<file path="src/hbd_pkg.sv">
`default_nettype none
package hbd_pkg;
    // register byte offsets, one aligned word each, index equals read select code
    localparam logic [7:0] OFF_VEC = 8'h00;
    localparam logic [7:0] OFF_LDB = 8'h04;
    localparam logic [7:0] OFF_ICR = 8'h08;
    localparam logic [7:0] OFF_BSR = 8'h0C;
    localparam logic [7:0] OFF_BCR = 8'h10;
    localparam logic [7:0] OFF_ISR = 8'h14;
    localparam logic [7:0] OFF_CTR = 8'h18;
    localparam logic [7:0] OFF_BAR = 8'h1C;
    // read select codes
    localparam logic [2:0] SEL_VEC = 3'h0;
    localparam logic [2:0] SEL_LDB = 3'h1;
    localparam logic [2:0] SEL_ICR = 3'h2;
    localparam logic [2:0] SEL_BSR = 3'h3;
    localparam logic [2:0] SEL_BCR = 3'h4;
    localparam logic [2:0] SEL_ISR = 3'h5;
    localparam logic [2:0] SEL_CTR = 3'h6;
    localparam logic [2:0] SEL_BAR = 3'h7;
    // field positions
    // full flag sits above bits 10:8, which only count and address may drive
    localparam int ICR_FULL_BIT = 11;
    localparam int BCR_GO_BIT = 0;
    localparam int BCR_BURST_BIT = 1;
    localparam int BCR_REPL_BIT = 2;
    localparam int BCR_LISTEN_BIT = 3;
    localparam int BCR_DONE_BIT = 4;
    localparam int SRC_LAST_BYTE = 6;
    localparam logic [2:0] CODE_LAST_BYTE = 3'h6;
    localparam logic [1:0] RESP_OKAY = 2'h0;
    localparam logic [1:0] RESP_SLVERR = 2'h2;
    // timing: bus give-up time in burst mode
    localparam int CLK_MHZ = 50;
    localparam int GIVEUP_US = 20;
    localparam int GIVEUP_CYC = GIVEUP_US * CLK_MHZ;
    typedef enum logic [3:0] {
        ST_IRQ_CHK = 4'h0, ST_IRQ_CHK2 = 4'h1, ST_WAIT_BUS = 4'h2, ST_VECTOR = 4'h3,
        ST_INTR = 4'h4, ST_IRQ_DONE = 4'h5, ST_IDLE = 4'h6, ST_OWN_CHK = 4'h7,
        ST_REQ = 4'h8, ST_ACK = 4'h9, ST_XFER = 4'hA, ST_XFER_END = 4'hB,
        ST_COUNT = 4'hC, ST_SPARE13 = 4'hD, ST_SPARE14 = 4'hE, ST_SPARE15 = 4'hF
    } hbd_state_e;
    // microcode word: branch target, wait(1)/branch(0), interrupt reset enable
    typedef struct packed {
        logic [3:0] nxt;
        logic wait_mode;
        logic rst_en;
    } hbd_uword_s;
    localparam hbd_uword_s UCODE [16] = '{
        '{4'h6, 1'b0, 1'b0}, '{4'h0, 1'b0, 1'b0}, '{4'h0, 1'b1, 1'b0}, '{4'h0, 1'b1, 1'b0},
        '{4'h0, 1'b1, 1'b0}, '{4'h6, 1'b0, 1'b1}, '{4'h0, 1'b1, 1'b1}, '{4'hA, 1'b0, 1'b1},
        '{4'h0, 1'b1, 1'b1}, '{4'h0, 1'b1, 1'b0}, '{4'h0, 1'b1, 1'b0}, '{4'h0, 1'b1, 1'b0},
        '{4'h6, 1'b0, 1'b0}, '{4'h6, 1'b0, 1'b0}, '{4'h6, 1'b0, 1'b0}, '{4'h6, 1'b0, 1'b0}
    };
endpackage : hbd_pkg
`default_nettype wire

</file>
<file path="src/hbd_top.sv">
// Function
// - read select code picks one of eight sources
// - bit 8 blank, status bits 9-12 write-only
// - bits 8-10 only from count or address
// - byte replicate mirrors low byte onto high
// - DMA buffer read without replicate forces bits 12-15 zero
// - eight interrupt sources handled identically
// - end interrupt needs seen flag and enable
// - seen flag set by DAV, EOI, no ATN
// - pending is OR of synchronised enabled sources
// - latch pending, priority encode, end is 110
// - vector is user bits, code, two zeros
// - issued source blocked until condition recurs
// - burst mode gives bus up after 20us
// - NPR, NPG, SACK, then BBSY when free
// - granted interrupt acts only at cycle boundary
// - sixteen states, microcode gives next and mode
// - per-state condition; wait flag stalls, else branches
// - step clock low while waiting, high latches
// - direction input high listening, low talking
// - register access or INIT clears state
// - granted interrupt resets only in states 5-8
// - buffer read clears listener full flag
//
// The address map and the AXI4-Lite interface to the registers were left to the implementer.
`default_nettype none
module hbd_top
    import hbd_pkg::*;
#(
    parameter int ADDR_W = 8
) (
    input wire logic core_clk,
    input wire logic rst,
    input wire logic init,
    input wire logic [ADDR_W-1:0] s_axi_awaddr,
    input wire logic s_axi_awvalid,
    output logic s_axi_awready,
    input wire logic [31:0] s_axi_wdata,
    input wire logic [3:0] s_axi_wstrb,
    input wire logic s_axi_wvalid,
    output logic s_axi_wready,
    output logic [1:0] s_axi_bresp,
    output logic s_axi_bvalid,
    input wire logic s_axi_bready,
    input wire logic [ADDR_W-1:0] s_axi_araddr,
    input wire logic s_axi_arvalid,
    output logic s_axi_arready,
    output logic [31:0] s_axi_rdata,
    output logic [1:0] s_axi_rresp,
    output logic s_axi_rvalid,
    input wire logic s_axi_rready,
    input wire logic dav_i,
    input wire logic eoi_i,
    input wire logic atn_i,
    input wire logic lb_valid_i,
    input wire logic [15:0] lb_data_i,
    input wire logic [7:0] src_evt_i,
    input wire logic npg_i,
    input wire logic bg_i,
    input wire logic ssyn_i,
    input wire logic bbsy_i,
    output logic bbsy_o,
    output logic bbsy_oe,
    output logic npr_o,
    output logic sack_o,
    output logic br_o,
    output logic intr_o,
    output logic byte_o,
    output logic [15:0] host_data_o,
    output logic host_data_oe,
    output logic [15:0] host_addr_o,
    output logic irq_pending_o,
    output logic step_clk_o,
    output logic [15:0] state_strobe_o
);
    logic aw_hold_reg, w_hold_reg;
    logic [ADDR_W-1:0] aw_addr_reg;
    logic [31:0] w_data_reg;
    logic [3:0] w_strb_reg;
    logic wr_fire, rd_fire, acc;
    logic [2:0] vector_bit_reg;
    logic [7:0] irq_en_reg, isr_reg, blk_reg, sync1_reg, sync2_reg;
    logic listener_full_reg;
    logic [15:0] ldb_reg, ctr_reg, bar_reg;
    logic [4:0] bcr_reg;
    logic [3:0] wo_ctrl_reg;
    logic [7:0] vec_reg;
    logic [7:0] pend_lat_reg;
    logic [3:0] state_reg;
    logic step_reg;
    logic sack_irq_reg, bus_own_reg;
    logic [9:0] giveup_cnt_reg;
    logic [7:0] pend;
    logic [15:0] cond;
    hbd_uword_s uw;
    logic advance, force_irq, giveup_hit, leave_wait_bus;
    logic [3:0] target;
    logic [15:0] rd_val;
    logic [2:0] rd_sel;
    logic ldb_host_read, dma_ldb_read;

    // merge a 16-bit register with the low two byte lanes of a write
    function automatic logic [15:0] wmerge(input logic [15:0] old, input logic [31:0] d,
                                           input logic [3:0] s);
        logic [15:0] r;
        r = old;
        if (s[0]) r[7:0] = d[7:0];
        if (s[1]) r[15:8] = d[15:8];
        return r;
    endfunction : wmerge

    // eight-to-three encoder, highest source wins
    function automatic logic [2:0] prio8(input logic [7:0] p);
        logic [2:0] c;
        c = 3'h0;
        for (int i = 0; i < 8; i++) begin
            if (p[i]) c = 3'(i);
        end
        return c;
    endfunction : prio8

    // axi write: address and data taken in either order, response after both
    assign wr_fire = aw_hold_reg && w_hold_reg && !s_axi_bvalid;
    always_ff @(posedge core_clk) begin
        if (rst) begin
            aw_hold_reg <= 1'b0;
            w_hold_reg <= 1'b0;
            aw_addr_reg <= '0;
            w_data_reg <= 32'h0;
            w_strb_reg <= 4'h0;
            s_axi_awready <= 1'b0;
            s_axi_wready <= 1'b0;
            s_axi_bvalid <= 1'b0;
            s_axi_bresp <= RESP_OKAY;
        end else begin
            if (s_axi_awvalid && s_axi_awready) begin
                aw_hold_reg <= 1'b1;
                aw_addr_reg <= s_axi_awaddr;
            end else if (wr_fire) begin
                aw_hold_reg <= 1'b0;
            end
            if (s_axi_wvalid && s_axi_wready) begin
                w_hold_reg <= 1'b1;
                w_data_reg <= s_axi_wdata;
                w_strb_reg <= s_axi_wstrb;
            end else if (wr_fire) begin
                w_hold_reg <= 1'b0;
            end
            // ready held low while a word is parked, one write at a time
            s_axi_awready <= !aw_hold_reg && !(s_axi_awvalid && s_axi_awready);
            s_axi_wready <= !w_hold_reg && !(s_axi_wvalid && s_axi_wready);
            if (wr_fire) begin
                s_axi_bvalid <= 1'b1;
                s_axi_bresp <= (aw_addr_reg[ADDR_W-1:5] != '0) ? RESP_SLVERR : RESP_OKAY;
            end else if (s_axi_bready) begin
                s_axi_bvalid <= 1'b0;
            end
        end
    end

    // axi read: one beat, data registered with the answer
    assign rd_fire = s_axi_arvalid && s_axi_arready;
    assign rd_sel = s_axi_araddr[4:2];
    always_comb begin
        case (rd_sel)
            SEL_VEC: rd_val = {8'h00, vec_reg};
            SEL_LDB: rd_val = ldb_reg;
            SEL_ICR: rd_val = {4'h0, listener_full_reg, 3'h0, irq_en_reg};
            SEL_BSR: rd_val = {8'h00, bus_own_reg, step_reg, 2'h0, state_reg};
            SEL_BCR: rd_val = {11'h000, bcr_reg};
            SEL_ISR: rd_val = {8'h00, isr_reg};
            SEL_CTR: rd_val = ctr_reg;
            default: rd_val = bar_reg;
        endcase
        // bits 8-10 steered only for count or address reads
        if (rd_sel != SEL_CTR && rd_sel != SEL_BAR) begin
            rd_val[10:8] = 3'h0;
        end
        if (rd_sel == SEL_BSR) begin
            rd_val[12:9] = 4'h0;
        end
    end
    always_ff @(posedge core_clk) begin
        if (rst) begin
            s_axi_arready <= 1'b0;
            s_axi_rvalid <= 1'b0;
            s_axi_rdata <= 32'h0;
            s_axi_rresp <= RESP_OKAY;
        end else begin
            s_axi_arready <= !s_axi_rvalid && !rd_fire;
            if (rd_fire) begin
                s_axi_rvalid <= 1'b1;
                if (s_axi_araddr[ADDR_W-1:5] != '0) begin
                    s_axi_rdata <= 32'h0;
                    s_axi_rresp <= RESP_SLVERR;
                end else begin
                    s_axi_rdata <= {16'h0000, rd_val};
                    s_axi_rresp <= RESP_OKAY;
                end
            end else if (s_axi_rready) begin
                s_axi_rvalid <= 1'b0;
            end
        end
    end

    assign ldb_host_read = rd_fire && s_axi_araddr == ADDR_W'(OFF_LDB);
    assign acc = wr_fire || rd_fire;

    // software registers; the sequencer bumps count and address after each transfer
    always_ff @(posedge core_clk) begin
        if (rst) begin
            vector_bit_reg <= 3'h0;
            irq_en_reg <= 8'h00;
            bcr_reg <= 5'h00;
            wo_ctrl_reg <= 4'h0;
            ctr_reg <= 16'h0000;
            bar_reg <= 16'h0000;
        end else if (wr_fire && aw_addr_reg[ADDR_W-1:5] == '0) begin
            case (aw_addr_reg[4:2])
                SEL_VEC: vector_bit_reg <= w_data_reg[7:5];
                SEL_ICR: irq_en_reg <= 8'(wmerge({8'h00, irq_en_reg}, w_data_reg, w_strb_reg));
                SEL_BSR: wo_ctrl_reg <= 4'(wmerge(16'h0000, w_data_reg, w_strb_reg) >> 9);
                SEL_BCR: bcr_reg <= 5'(wmerge({11'h000, bcr_reg}, w_data_reg, w_strb_reg));
                SEL_CTR: ctr_reg <= wmerge(ctr_reg, w_data_reg, w_strb_reg);
                SEL_BAR: bar_reg <= wmerge(bar_reg, w_data_reg, w_strb_reg);
                default: ;
            endcase
        end else if (step_reg && state_reg == ST_COUNT) begin
            ctr_reg <= ctr_reg + 16'h0001;
            bar_reg <= bar_reg + (bcr_reg[BCR_REPL_BIT] ? 16'h0001 : 16'h0002);
        end
    end

    // listener buffer; a new byte or a host read, the set wins over the clear
    assign dma_ldb_read = step_reg && state_reg == ST_XFER && bcr_reg[BCR_LISTEN_BIT];
    always_ff @(posedge core_clk) begin
        if (rst) begin
            ldb_reg <= 16'h0000;
            listener_full_reg <= 1'b0;
        end else if (lb_valid_i && !listener_full_reg) begin
            ldb_reg <= lb_data_i;
            listener_full_reg <= 1'b1;
        end else if (ldb_host_read || dma_ldb_read) begin
            listener_full_reg <= 1'b0;
        end
    end

    // per-source sticky flag, request synchroniser and re-arm block
    generate
        for (genvar i = 0; i < 8; i++) begin : g_src
            logic evt;
            if (i == SRC_LAST_BYTE) begin : g_end
                assign evt = dav_i && eoi_i && !atn_i;
            end else begin : g_oth
                assign evt = src_evt_i[i];
            end
            always_ff @(posedge core_clk) begin
                if (rst) begin
                    isr_reg[i] <= 1'b0;
                    sync1_reg[i] <= 1'b0;
                    sync2_reg[i] <= 1'b0;
                    blk_reg[i] <= 1'b0;
                end else begin
                    if (evt) begin
                        isr_reg[i] <= 1'b1;
                    end else if (wr_fire && aw_addr_reg == ADDR_W'(OFF_ISR)
                                 && w_strb_reg[0] && w_data_reg[i]) begin
                        isr_reg[i] <= 1'b0;
                    end
                    sync1_reg[i] <= isr_reg[i] && irq_en_reg[i];
                    sync2_reg[i] <= sync1_reg[i];
                    // issued source stays silent until its condition drops
                    if (step_reg && state_reg == ST_VECTOR && prio8(pend_lat_reg) == 3'(i)) begin
                        blk_reg[i] <= 1'b1;
                    end else if (!sync2_reg[i]) begin
                        blk_reg[i] <= 1'b0;
                    end
                end
            end
            assign pend[i] = sync2_reg[i] && !blk_reg[i];
        end
    endgenerate

    // condition per state; index is the current state
    always_comb begin
        cond = 16'h0000;
        cond[ST_IRQ_CHK] = !sack_irq_reg;
        cond[ST_IRQ_CHK2] = !sack_irq_reg;
        cond[ST_WAIT_BUS] = bbsy_i && !bus_own_reg;
        cond[ST_VECTOR] = ssyn_i;
        cond[ST_INTR] = !ssyn_i;
        cond[ST_IDLE] = !(bcr_reg[BCR_GO_BIT] && (bcr_reg[BCR_LISTEN_BIT] ?
                          listener_full_reg : bcr_reg[BCR_DONE_BIT]));
        cond[ST_OWN_CHK] = bus_own_reg;
        cond[ST_REQ] = !npg_i;
        cond[ST_ACK] = npg_i || bbsy_i;
        cond[ST_XFER] = !ssyn_i;
        cond[ST_XFER_END] = ssyn_i;
        cond[ST_COUNT] = 1'b1;
        cond[ST_SPARE13] = 1'b1;
        cond[ST_SPARE14] = 1'b1;
        cond[ST_SPARE15] = 1'b1;
    end

    assign uw = UCODE[state_reg];
    assign advance = !(uw.wait_mode && cond[state_reg]);
    assign target = (!uw.wait_mode && cond[state_reg]) ? uw.nxt : state_reg + 4'h1;
    assign force_irq = uw.rst_en && sack_irq_reg;
    assign giveup_hit = bcr_reg[BCR_BURST_BIT] && giveup_cnt_reg == 10'(GIVEUP_CYC - 1);
    assign leave_wait_bus = !step_reg && state_reg == ST_WAIT_BUS && advance;

    // sequencer state and internal step clock
    always_ff @(posedge core_clk) begin
        if (rst || init || acc) begin
            state_reg <= ST_IRQ_CHK;
            step_reg <= 1'b0;
        end else if (step_reg) begin
            step_reg <= 1'b0; // decoders enabled again
        end else if (force_irq) begin
            state_reg <= ST_IRQ_CHK;
            step_reg <= 1'b1;
        end else if (giveup_hit) begin
            state_reg <= ST_IDLE;
            step_reg <= 1'b1;
        end else if (advance) begin
            state_reg <= target;
            step_reg <= 1'b1;
        end
    end

    // no-response timer while this end waits on the host bus
    always_ff @(posedge core_clk) begin
        if (rst || step_reg || (state_reg != ST_XFER && state_reg != ST_XFER_END)) begin
            giveup_cnt_reg <= 10'h000;
        end else if (!giveup_hit) begin
            giveup_cnt_reg <= giveup_cnt_reg + 10'h001;
        end
    end

    // interrupt latch and vector
    always_ff @(posedge core_clk) begin
        if (rst) begin
            pend_lat_reg <= 8'h00;
            vec_reg <= 8'h00;
            irq_pending_o <= 1'b0;
        end else begin
            irq_pending_o <= |pend;
            if (leave_wait_bus) begin
                pend_lat_reg <= pend;
                vec_reg <= {vector_bit_reg, prio8(pend), 2'h0};
            end
        end
    end

    // host-bus arbitration and data drive
    always_ff @(posedge core_clk) begin
        if (rst) begin
            sack_irq_reg <= 1'b0;
            bus_own_reg <= 1'b0;
            br_o <= 1'b0;
            npr_o <= 1'b0;
            sack_o <= 1'b0;
            intr_o <= 1'b0;
            bbsy_o <= 1'b0;
            bbsy_oe <= 1'b0;
            byte_o <= 1'b0;
            host_data_o <= 16'h0000;
            host_data_oe <= 1'b0;
            host_addr_o <= 16'h0000;
            step_clk_o <= 1'b0;
        end else begin
            step_clk_o <= step_reg;
            br_o <= (|pend) && !sack_irq_reg && state_reg != ST_VECTOR;
            if (br_o && bg_i) begin
                sack_irq_reg <= 1'b1;
            end else if (step_reg && state_reg == ST_INTR) begin
                sack_irq_reg <= 1'b0;
            end
            npr_o <= state_reg == ST_REQ;
            sack_o <= sack_irq_reg || state_reg == ST_ACK;
            intr_o <= state_reg == ST_INTR && !step_reg;
            if (step_reg && (state_reg == ST_VECTOR || state_reg == ST_XFER)) begin
                bus_own_reg <= 1'b1;
            end else if (giveup_hit || (step_reg && (state_reg == ST_IRQ_DONE
                         || (state_reg == ST_IDLE && !bcr_reg[BCR_BURST_BIT])))) begin
                bus_own_reg <= 1'b0; // non-burst shares every cycle
            end
            bbsy_o <= bus_own_reg;
            bbsy_oe <= bus_own_reg;
            host_addr_o <= bar_reg;
            if (step_reg && state_reg == ST_VECTOR) begin
                host_data_o <= {8'h00, vec_reg};
                host_data_oe <= 1'b1;
                byte_o <= 1'b0;
            end else if (dma_ldb_read) begin
                host_data_oe <= 1'b1;
                byte_o <= bcr_reg[BCR_REPL_BIT];
                if (bcr_reg[BCR_REPL_BIT]) begin
                    host_data_o <= {ldb_reg[7:0], ldb_reg[7:0]};
                end else begin
                    host_data_o <= {4'h0, ldb_reg[11:0]};
                end
            end else if (step_reg && (state_reg == ST_IRQ_DONE || state_reg == ST_COUNT)) begin
                host_data_oe <= 1'b0;
                byte_o <= 1'b0;
            end
        end
    end

    // one-hot decoder strobes, enabled only while the step clock is low
    always_ff @(posedge core_clk) begin
        if (rst) begin
            state_strobe_o <= 16'h0000;
        end else begin
            state_strobe_o <= !step_reg ? (16'h0001 << state_reg) : 16'h0000;
        end
    end
endmodule : hbd_top
`default_nettype wire

</file>
<file path="config.mk">
export PLATFORM = sky130hd
export DESIGN_NAME = hbd_top
export DESIGN_NICKNAME = d
export VERILOG_FILES = /design/src/hbd_pkg.sv /design/src/hbd_top.sv
export SDC_FILE = /design/constraint.sdc
export NUM_CORES = 1
export LEC_CHECK = 0
export ABC_CLOCK_PERIOD_IN_PS = 4770
export BUFFER_PORTS_ARGS = -buffer_cell sky130_fd_sc_hd__buf_2
export CAP_MARGIN = 20
export CORE_MARGIN = 4
export CORE_UTILIZATION = 30
export DETAILED_ROUTE_END_ITERATION = 8
export GPL_TIMING_DRIVEN = 0
export PLACE_DENSITY_LB_ADDON = 0.08
export SETUP_SLACK_MARGIN = 0.4
export SKIP_LAST_GASP = 1
export SYNTH_ARGS = -nofsm -noshare
export SYNTH_HDL_FRONTEND = slang
export SYNTH_SLANG_ARGS = --single-unit
</file>
<file path="constraint.sdc">
create_clock -name core_clk -period 4.77 [get_ports core_clk]
set_input_delay 0.477 -clock core_clk [delete_from_list [all_inputs] [get_ports core_clk]]
set_output_delay 0.477 -clock core_clk [all_outputs]
set_load 0.05 [all_outputs]
</file>
==> impl_metrics.yaml, run 1 <==
logic_synthesis:
  yosysUniqueCellTypes: 76
  synthAdderAreaFrac_pct: 1.548
  ys_ff_latch: 235
  yosys_warnings: 0
  avgSynthCellArea_um2: 8.384
  syn_area_um2: 10190
  synth_cells: 1215
  async_flop_share_pct: 0
  synth_ff_type: "dfxtp_1"
  synth-edff-count: 0
  synthXorXnorAreaFrac_pct: 0.6879
  synth_top_family_by_area: "simple AND/OR/NAND/NOR gates"
  synthMuxAreaShare_pct: 5.208
  yosys.area_share.simple_pct: 23.42
  synth-seq-area-share_pct: 46.19
  synth-compound-area-share_pct: 18.13
worst_setup_path:
  r2r_cells: 9
  crit_fanout: 10
  crit_end: "bar_reg[3]$_SDFFE_PP0P_"
  startpoint: "state_reg[0]$_SDFFE_PP0P_"
  startpoint_type: "flop"
  cp-end-kind: "flop"
  crit-reg2reg-launch: "state_reg[0]$_SDFFE_PP0P_"
  r2r_end: "bar_reg[3]$_SDFFE_PP0P_"
  worstPathArrival_ns: 3.59
  required_ns: 5.21
  critPathKind: "reg -> reg"
  worst-r2r-setup-slack_ns: 1.62
detailed_routing:
  wire_per_inst_um: 20.09
  drcViolationCount: 0
  routed_wl_um: 37760
  first_iter_violations: 659
  viasPerCell: 5.030
  vias: 9456
  drtAntennaViolNets: 0
  drt-pass1-iter-count: 5
floorplanning:
  start_util_pct: 30.38
  die-area_um2: 36970
  die_w_um: 192.3
  die_height_um: 192.3
  std_cell_rows: 67
  core_um2: 33530
  io_pins: 191
grt:
  antenna_found_initial: 0
  grt_pass1_vias: 8934
  grt.total_usage_pct: 19.91
  overflow: 0
  grt_max_degree: 15
  grt_first_pass_wirelength_um: 56390
cts:
  clock_sinks: 235
  clk_pin_slew_ns: 0.06
  cts_buffers: 28
  cts_buffer_depth: 3
  post_cts_buffers: 0
  htreeDepth: 1
  cts_tree: "done"
  cts-root-buf: "clkbuf_16"
  cts_hold_buf: 0
  worstSkewPairLatency_ns: 0.55
  ctsResizeCount: 0
sta:
  finalHoldViolations: 0
  post-route-min-period_ns: 3.149
  setup_viol: 0
  maxSlewViolCount: 0
  fin_setup_tns_ns: 0
  post-route-period-util_pct: 66.02
  timing.hold.ws_ns: 0.1592
  worstMarginPinSlew_ns: 1.144
  finalClockSkew_ns: 0.01420
  fmax_mhz: 317.6
  rsz0062_at_grt: "false"
  maxSlewHeadroom_pct: 23.02
cells_and_area:
  area_delta_synth_final_pct: 22.84
  final_common_cell: "dfxtp_1"
  diodes: 0
  instances_no_fill: 1880
  drive_above_1_share_pct: 17.46
  multiInputGateArea_um2: 5059
  register_area_um2: 4705
  layout_common_cells: "dfxtp_1, nand2_1, buf_2"
  nNetsFinal: 1518
  post-route-util_pct: 37.31
  fillers: 3604
power:
  p_switching_uw: 1285
  combinationalPowerShare_pct: 11.1
  power.internal_uw: 3493
  netSwitchingFraction_pct: 26.90
  seqPwrFrac_pct: 43.2
  p_leak_uw: 0.004978
  pwr-share-clk_pct: 45.6
  power.total_uw: 4779
  ir_drop_v: 0.0002913
  powerDensity_nw_per_um2: 381.9
run_status:
  status: "completed"
placed_design:
  place_inst: 1832
  portBuffers: 152
  gp_congestion: 0.8863
  post-dp-hpwl_um: 28820
flow_run:
  drv_cap: 0
hold_path:
  hold_path.class: "in -> reg"
## power by group through the flow
stage               logic, uW  clock network [uW]  registers, uW
finish                    533                2180           2070
global route              578                2320           2070
CTS                       531                2230           2070
detailed placement        529                   0           2110
global placement          531                   0           2110
floorplan                 322                   0           2120
## worst max-delay path: stages (launching register included)
cell	delay, ns
dfxtp_1	0.38
buf_2	0.22
inv_1	0.21
ha_1	0.37
and4_1	0.48
o41ai_2	0.27
o21ai_1	0.45
buf_2	0.35
nand2_1	0.07
a32o_1	0.20
## stage by stage
step / area, um^2 / worst slack (ns)
6_report: 12510 / 1.621
5_1_grt: 12510 / 1.480
4_1_cts: 12510 / 1.699
3_5_place_dp: 11570 / 1.759
3_3_place_gp: 11570 / 1.670
2_1_floorplan: 10250 / 2.502
## area by class of cell
class / instances / area share (%)
inverters: 15 / 0.4500
clock inverters: 12 / 1.200
flip-flops and latches: 235 / 37.60
clock buffers: 36 / 6.320
multi-input cells: 892 / 40.43
plain buffers: 90 / 3.440
well taps: 448 / 4.480
repair buffers: 152 / 6.080
## worst min path at each step
stage                            start                       to  slack [ns]  cells past startpoint
2_1_floorplan  sync1_reg[0]$_SDFF_PP0_  sync2_reg[0]$_SDFF_PP0_        0.41                      1
3_5_place_dp   sync1_reg[4]$_SDFF_PP0_  sync2_reg[4]$_SDFF_PP0_        0.42                      1
3_3_place_gp   sync1_reg[5]$_SDFF_PP0_  sync2_reg[5]$_SDFF_PP0_        0.42                      1
6_report                  src_evt_i[0]  isr_reg[0]$_SDFFE_PP0P_        0.16                      3
5_1_grt                   lb_data_i[7]  ldb_reg[7]$_SDFFE_PP0P_        0.15                      3
4_1_cts                   src_evt_i[0]  isr_reg[0]$_SDFFE_PP0P_        0.14                      3
## routing by layer
| layer | GRT usage [%] | vias to the layer above | part of all wire [%] |
|---|---|---|---|
| met5 | 0 | - | 0 |
| met2 | 29.63 | 282 | 42 |
| li1 | - | 4635 | - |
| met1 | 30.83 | 4503 | 50 |
| met4 | 3.758 | 0 | 1.6 |
| met3 | 2.641 | 36 | 5.8 |
## Yosys cell counts (6+ instances only)
cell	number	area [um^2]
a211oi_1	12	90.09
a21oi_1	109	545.5
a22o_1	9	78.83
a22oi_1	20	150.1
a31oi_1	9	56.30
and2_1	8	50.05
and3_1	21	131.4
buf_1	10	37.54
buf_2	11	55.05
buf_4	19	142.6
clkbuf_1	49	183.9
dfxtp_1	235	4705
ha_1	11	137.6
inv_1	14	52.55
mux2_2	8	90.09
mux2i_1	44	440.4
nand2_1	210	788.3
nand2b_1	21	131.4
nand3_1	38	190.2
nand4_1	7	43.79
nor2_1	107	401.6
nor2b_1	39	244.0
nor3_1	26	130.1
nor4_1	7	43.79
o211ai_1	6	45.04
o21ai_0	55	275.3
o21ai_1	6	30.03
o22ai_1	9	56.30
o31ai_1	9	67.56
xor2_1	6	52.55
## cell families (layout without fill, tap and decap cells)
family | after synthesis | in the layout
flops | 235 | 235
mux | 52 | 52
compound gates | 289 | 289
simple gates | 513 | 513
other cells | 1 | 18
fa+ha+maj | 12 | 12
xor+xnor | 8 | 8
buf+inv | 105 | 305
(Power assumes the default switching activity.)
==> run 2, diff against run 1 <==
ABC_CLOCK_PERIOD_IN_PS = 2500   (was 4770)
clock period = 2.5 ns   (was 4.77 ns; I/O delays follow)
==> impl_metrics.yaml, run 2 (synthesis results as in run 1) <==
grt:
  grtUsageMet2_pct: 31.14
  antenna_found_initial: 0
  grt_pass1_vias: 9246
  overflow: 0
  use_met3_pct: 2.514
  top_usage_layer: "met2"
  grt.total_usage_pct: 20.33
  grt_first_pass_wirelength_um: 57900
  grt_max_degree: 15
  grt_util_met1_pct: 30.82
sta:
  rsz0062_at_grt: "true"
  post-route-min-period_ns: 2.194
  maxSlewHeadroom_pct: 42.98
  post-route-period-util_pct: 87.78
  maxSlewViolCount: 0
  fin_setup_tns_ns: 0
  setup_viol: 0
  worstMarginPinSlew_ns: 0.8553
  finalClockSkew_ns: 0.02546
  finalHoldViolations: 0
  fmax_mhz: 455.7
  worst_slack_ns: 0.3056
power:
  p_switching_uw: 2552
  netSwitchingFraction_pct: 26.86
  pwr-share-clk_pct: 45.8
  power.internal_uw: 6952
  ir_drop_v: 0.0005064
  seqPwrFrac_pct: 41.5
  powerDensity_nw_per_um2: 697.3
  combinationalPowerShare_pct: 12.7
  p_leak_uw: 0.005500
floorplanning:
  die_w_um: 192.3
  core_um2: 33530
  die_height_um: 192.3
  die-area_um2: 36970
  std_cell_rows: 67
  io_pins: 191
  start_util_pct: 30.38
worst_setup_path:
  crit_family: "compound AO/OA/AOI/OAI gates"
  startpoint: "state_reg[0]$_SDFFE_PP0P_"
  startpoint_type: "flop"
  slowest_delay_ns: 0.49
  worstPathArrival_ns: 2.62
  timing.critical_path.mode_cell: "buf_6"
  required_ns: 2.92
  crit-reg2reg-launch: "state_reg[0]$_SDFFE_PP0P_"
  r2r_cells: 10
  crit_end: "vec_reg[6]$_SDFFE_PP0P_"
  crit_buf_inv: 4
  cp-end-kind: "flop"
  worst-r2r-setup-slack_ns: 0.31
  r2r_end: "vec_reg[6]$_SDFFE_PP0P_"
  crit_path_top_delay_cell: "o311ai_4"
  crit_fanout: 5
  cp_num_cells: 10
  critPathKind: "reg -> reg"
  cp_cell_sequence: "buf_8, inv_8, ha_4, o21ai_4, a221oi_4, buf_6, o311ai_4, buf_6, mux2i_1, nor2_1"
detailed_routing:
  drcViolationCount: 0
  drt-pass1-iter-count: 5
  first_iter_violations: 638
  drtAntennaViolNets: 0
  viasPerCell: 5.033
  routed_wl_um: 38830
  vias: 9865
  wire_per_inst_um: 19.81
cells_and_area:
  diodes: 0
  nNetsFinal: 1595
  layout_common_cells: "dfxtp_1, nand2_1, buf_2"
  drive_above_1_share_pct: 22.35
  post-route-util_pct: 40.65
  instances_no_fill: 1960
  area_delta_synth_final_pct: 33.80
  final_common_cell: "dfxtp_1"
placed_design:
  pre_cts_ws_ns: -0.3151
  post-dp-hpwl_um: 29070
  gp_congestion: 0.9084
  place_inst: 1832
  portBuffers: 152
flow_run:
  drv_cap: 0
hold_path:
  hold_path.class: "in -> reg"
cts:
  cts_tree: "done"
  htreeDepth: 1
  worstSkewPairLatency_ns: 0.56
  cts_buffers: 28
  clock_sinks: 235
  clk_pin_slew_ns: 0.06
  cts_buffer_depth: 3
  cts-root-buf: "clkbuf_16"
run_status:
  status: "completed"
-- run 2: changes by cell type in the layout (fill, tap and decap cells not counted), sizes merged --
cell | before | now
inv | 16 | 15
clkbuf | 85 | 81
dlygate4sd3 | 0 | 52
bufinv | 3 | 5
clkinv | 8 | 11
buf | 193 | 220
clkinvlp | 0 | 1
-- run 2: worst min path at each step --
stage	from	end	slack, ns	cells after the start
finish	atn_i	isr_reg[6]$_SDFFE_PP0P_	0.03	4
global route	init	state_reg[2]$_SDFFE_PP0P_	0.04	4
CTS	atn_i	isr_reg[6]$_SDFFE_PP0P_	0.007	4
detailed placement	sync1_reg[0]$_SDFF_PP0_	sync2_reg[0]$_SDFF_PP0_	0.42	1
global placement	sync1_reg[5]$_SDFF_PP0_	sync2_reg[5]$_SDFF_PP0_	0.42	1
floorplan	src_evt_i[0]	isr_reg[0]$_SDFFE_PP0P_	0.37	2
-- run 2: repair_timing --
action	in CTS	in global routing
hold buffers	52	0
pin swaps	7	6
setup buffers	17	6
resized for setup	56	50
gates cloned	1	0
endpoints found under the setup margin	105	95
endpoints found under the hold margin	52	0
-- run 2: final cells by class --
class                           instances  area, um^2
Sequential cell                       235        4725
Clock inverter                         17       227.7
Clock buffer                           34       763.2
Timing Repair Buffer                  229        1481
Buffer                                 90       510.5
Multi-Input combinational cell        892        5298
Tap cell                              448       560.5
Fill cell                            3480       19900
Inverter                               15       63.81
-- run 2: worst reg2reg max path, cell delays in order, from the launching register on --
cell and delay [ns]:
dfxtp_4 0.35, buf_8 0.13, inv_8 0.06, ha_4 0.19, o21ai_4 0.15, a221oi_4 0.08
buf_6 0.13, o311ai_4 0.49, buf_6 0.23, mux2i_1 0.20, nor2_1 0.05
-- run 2: metal layers --
metal  part of all wire [%]  wire, um  vias up
li1                       -         -     4814
met1                     49     19070     4714
met2                     43     16720      288
met3                    6.2      2416       49
met4                    1.6       629        0
met5                      0         0        -
-- run 2: metrics by stage --
stage / power (uW) / hold slack (ns) / instance area, um^2
after detailed placement: 5048 / 0.4239 / 11600
final: 9504 / 0.03484 / 13630
after floorplan: 4680 / 0.3674 / 10280
after CTS: 9560 / 0.006892 / 13430
after global placement: 5052 / 0.4210 / 11600
after global routing: 9864 / 0.03972 / 13630
-- run 2: power groups by stage --
| stage | combinational (uW) | sequential, uW | clock, uW |
|---|---|---|---|
| 2_1_floorplan | 627 | 4050 | 0 |
| 3_3_place_gp | 1030 | 4020 | 0 |
| 3_5_place_dp | 1030 | 4020 | 0 |
| 4_1_cts | 1150 | 3940 | 4470 |
| 5_1_grt | 1300 | 3950 | 4620 |
| 6_report | 1210 | 3940 | 4350 |
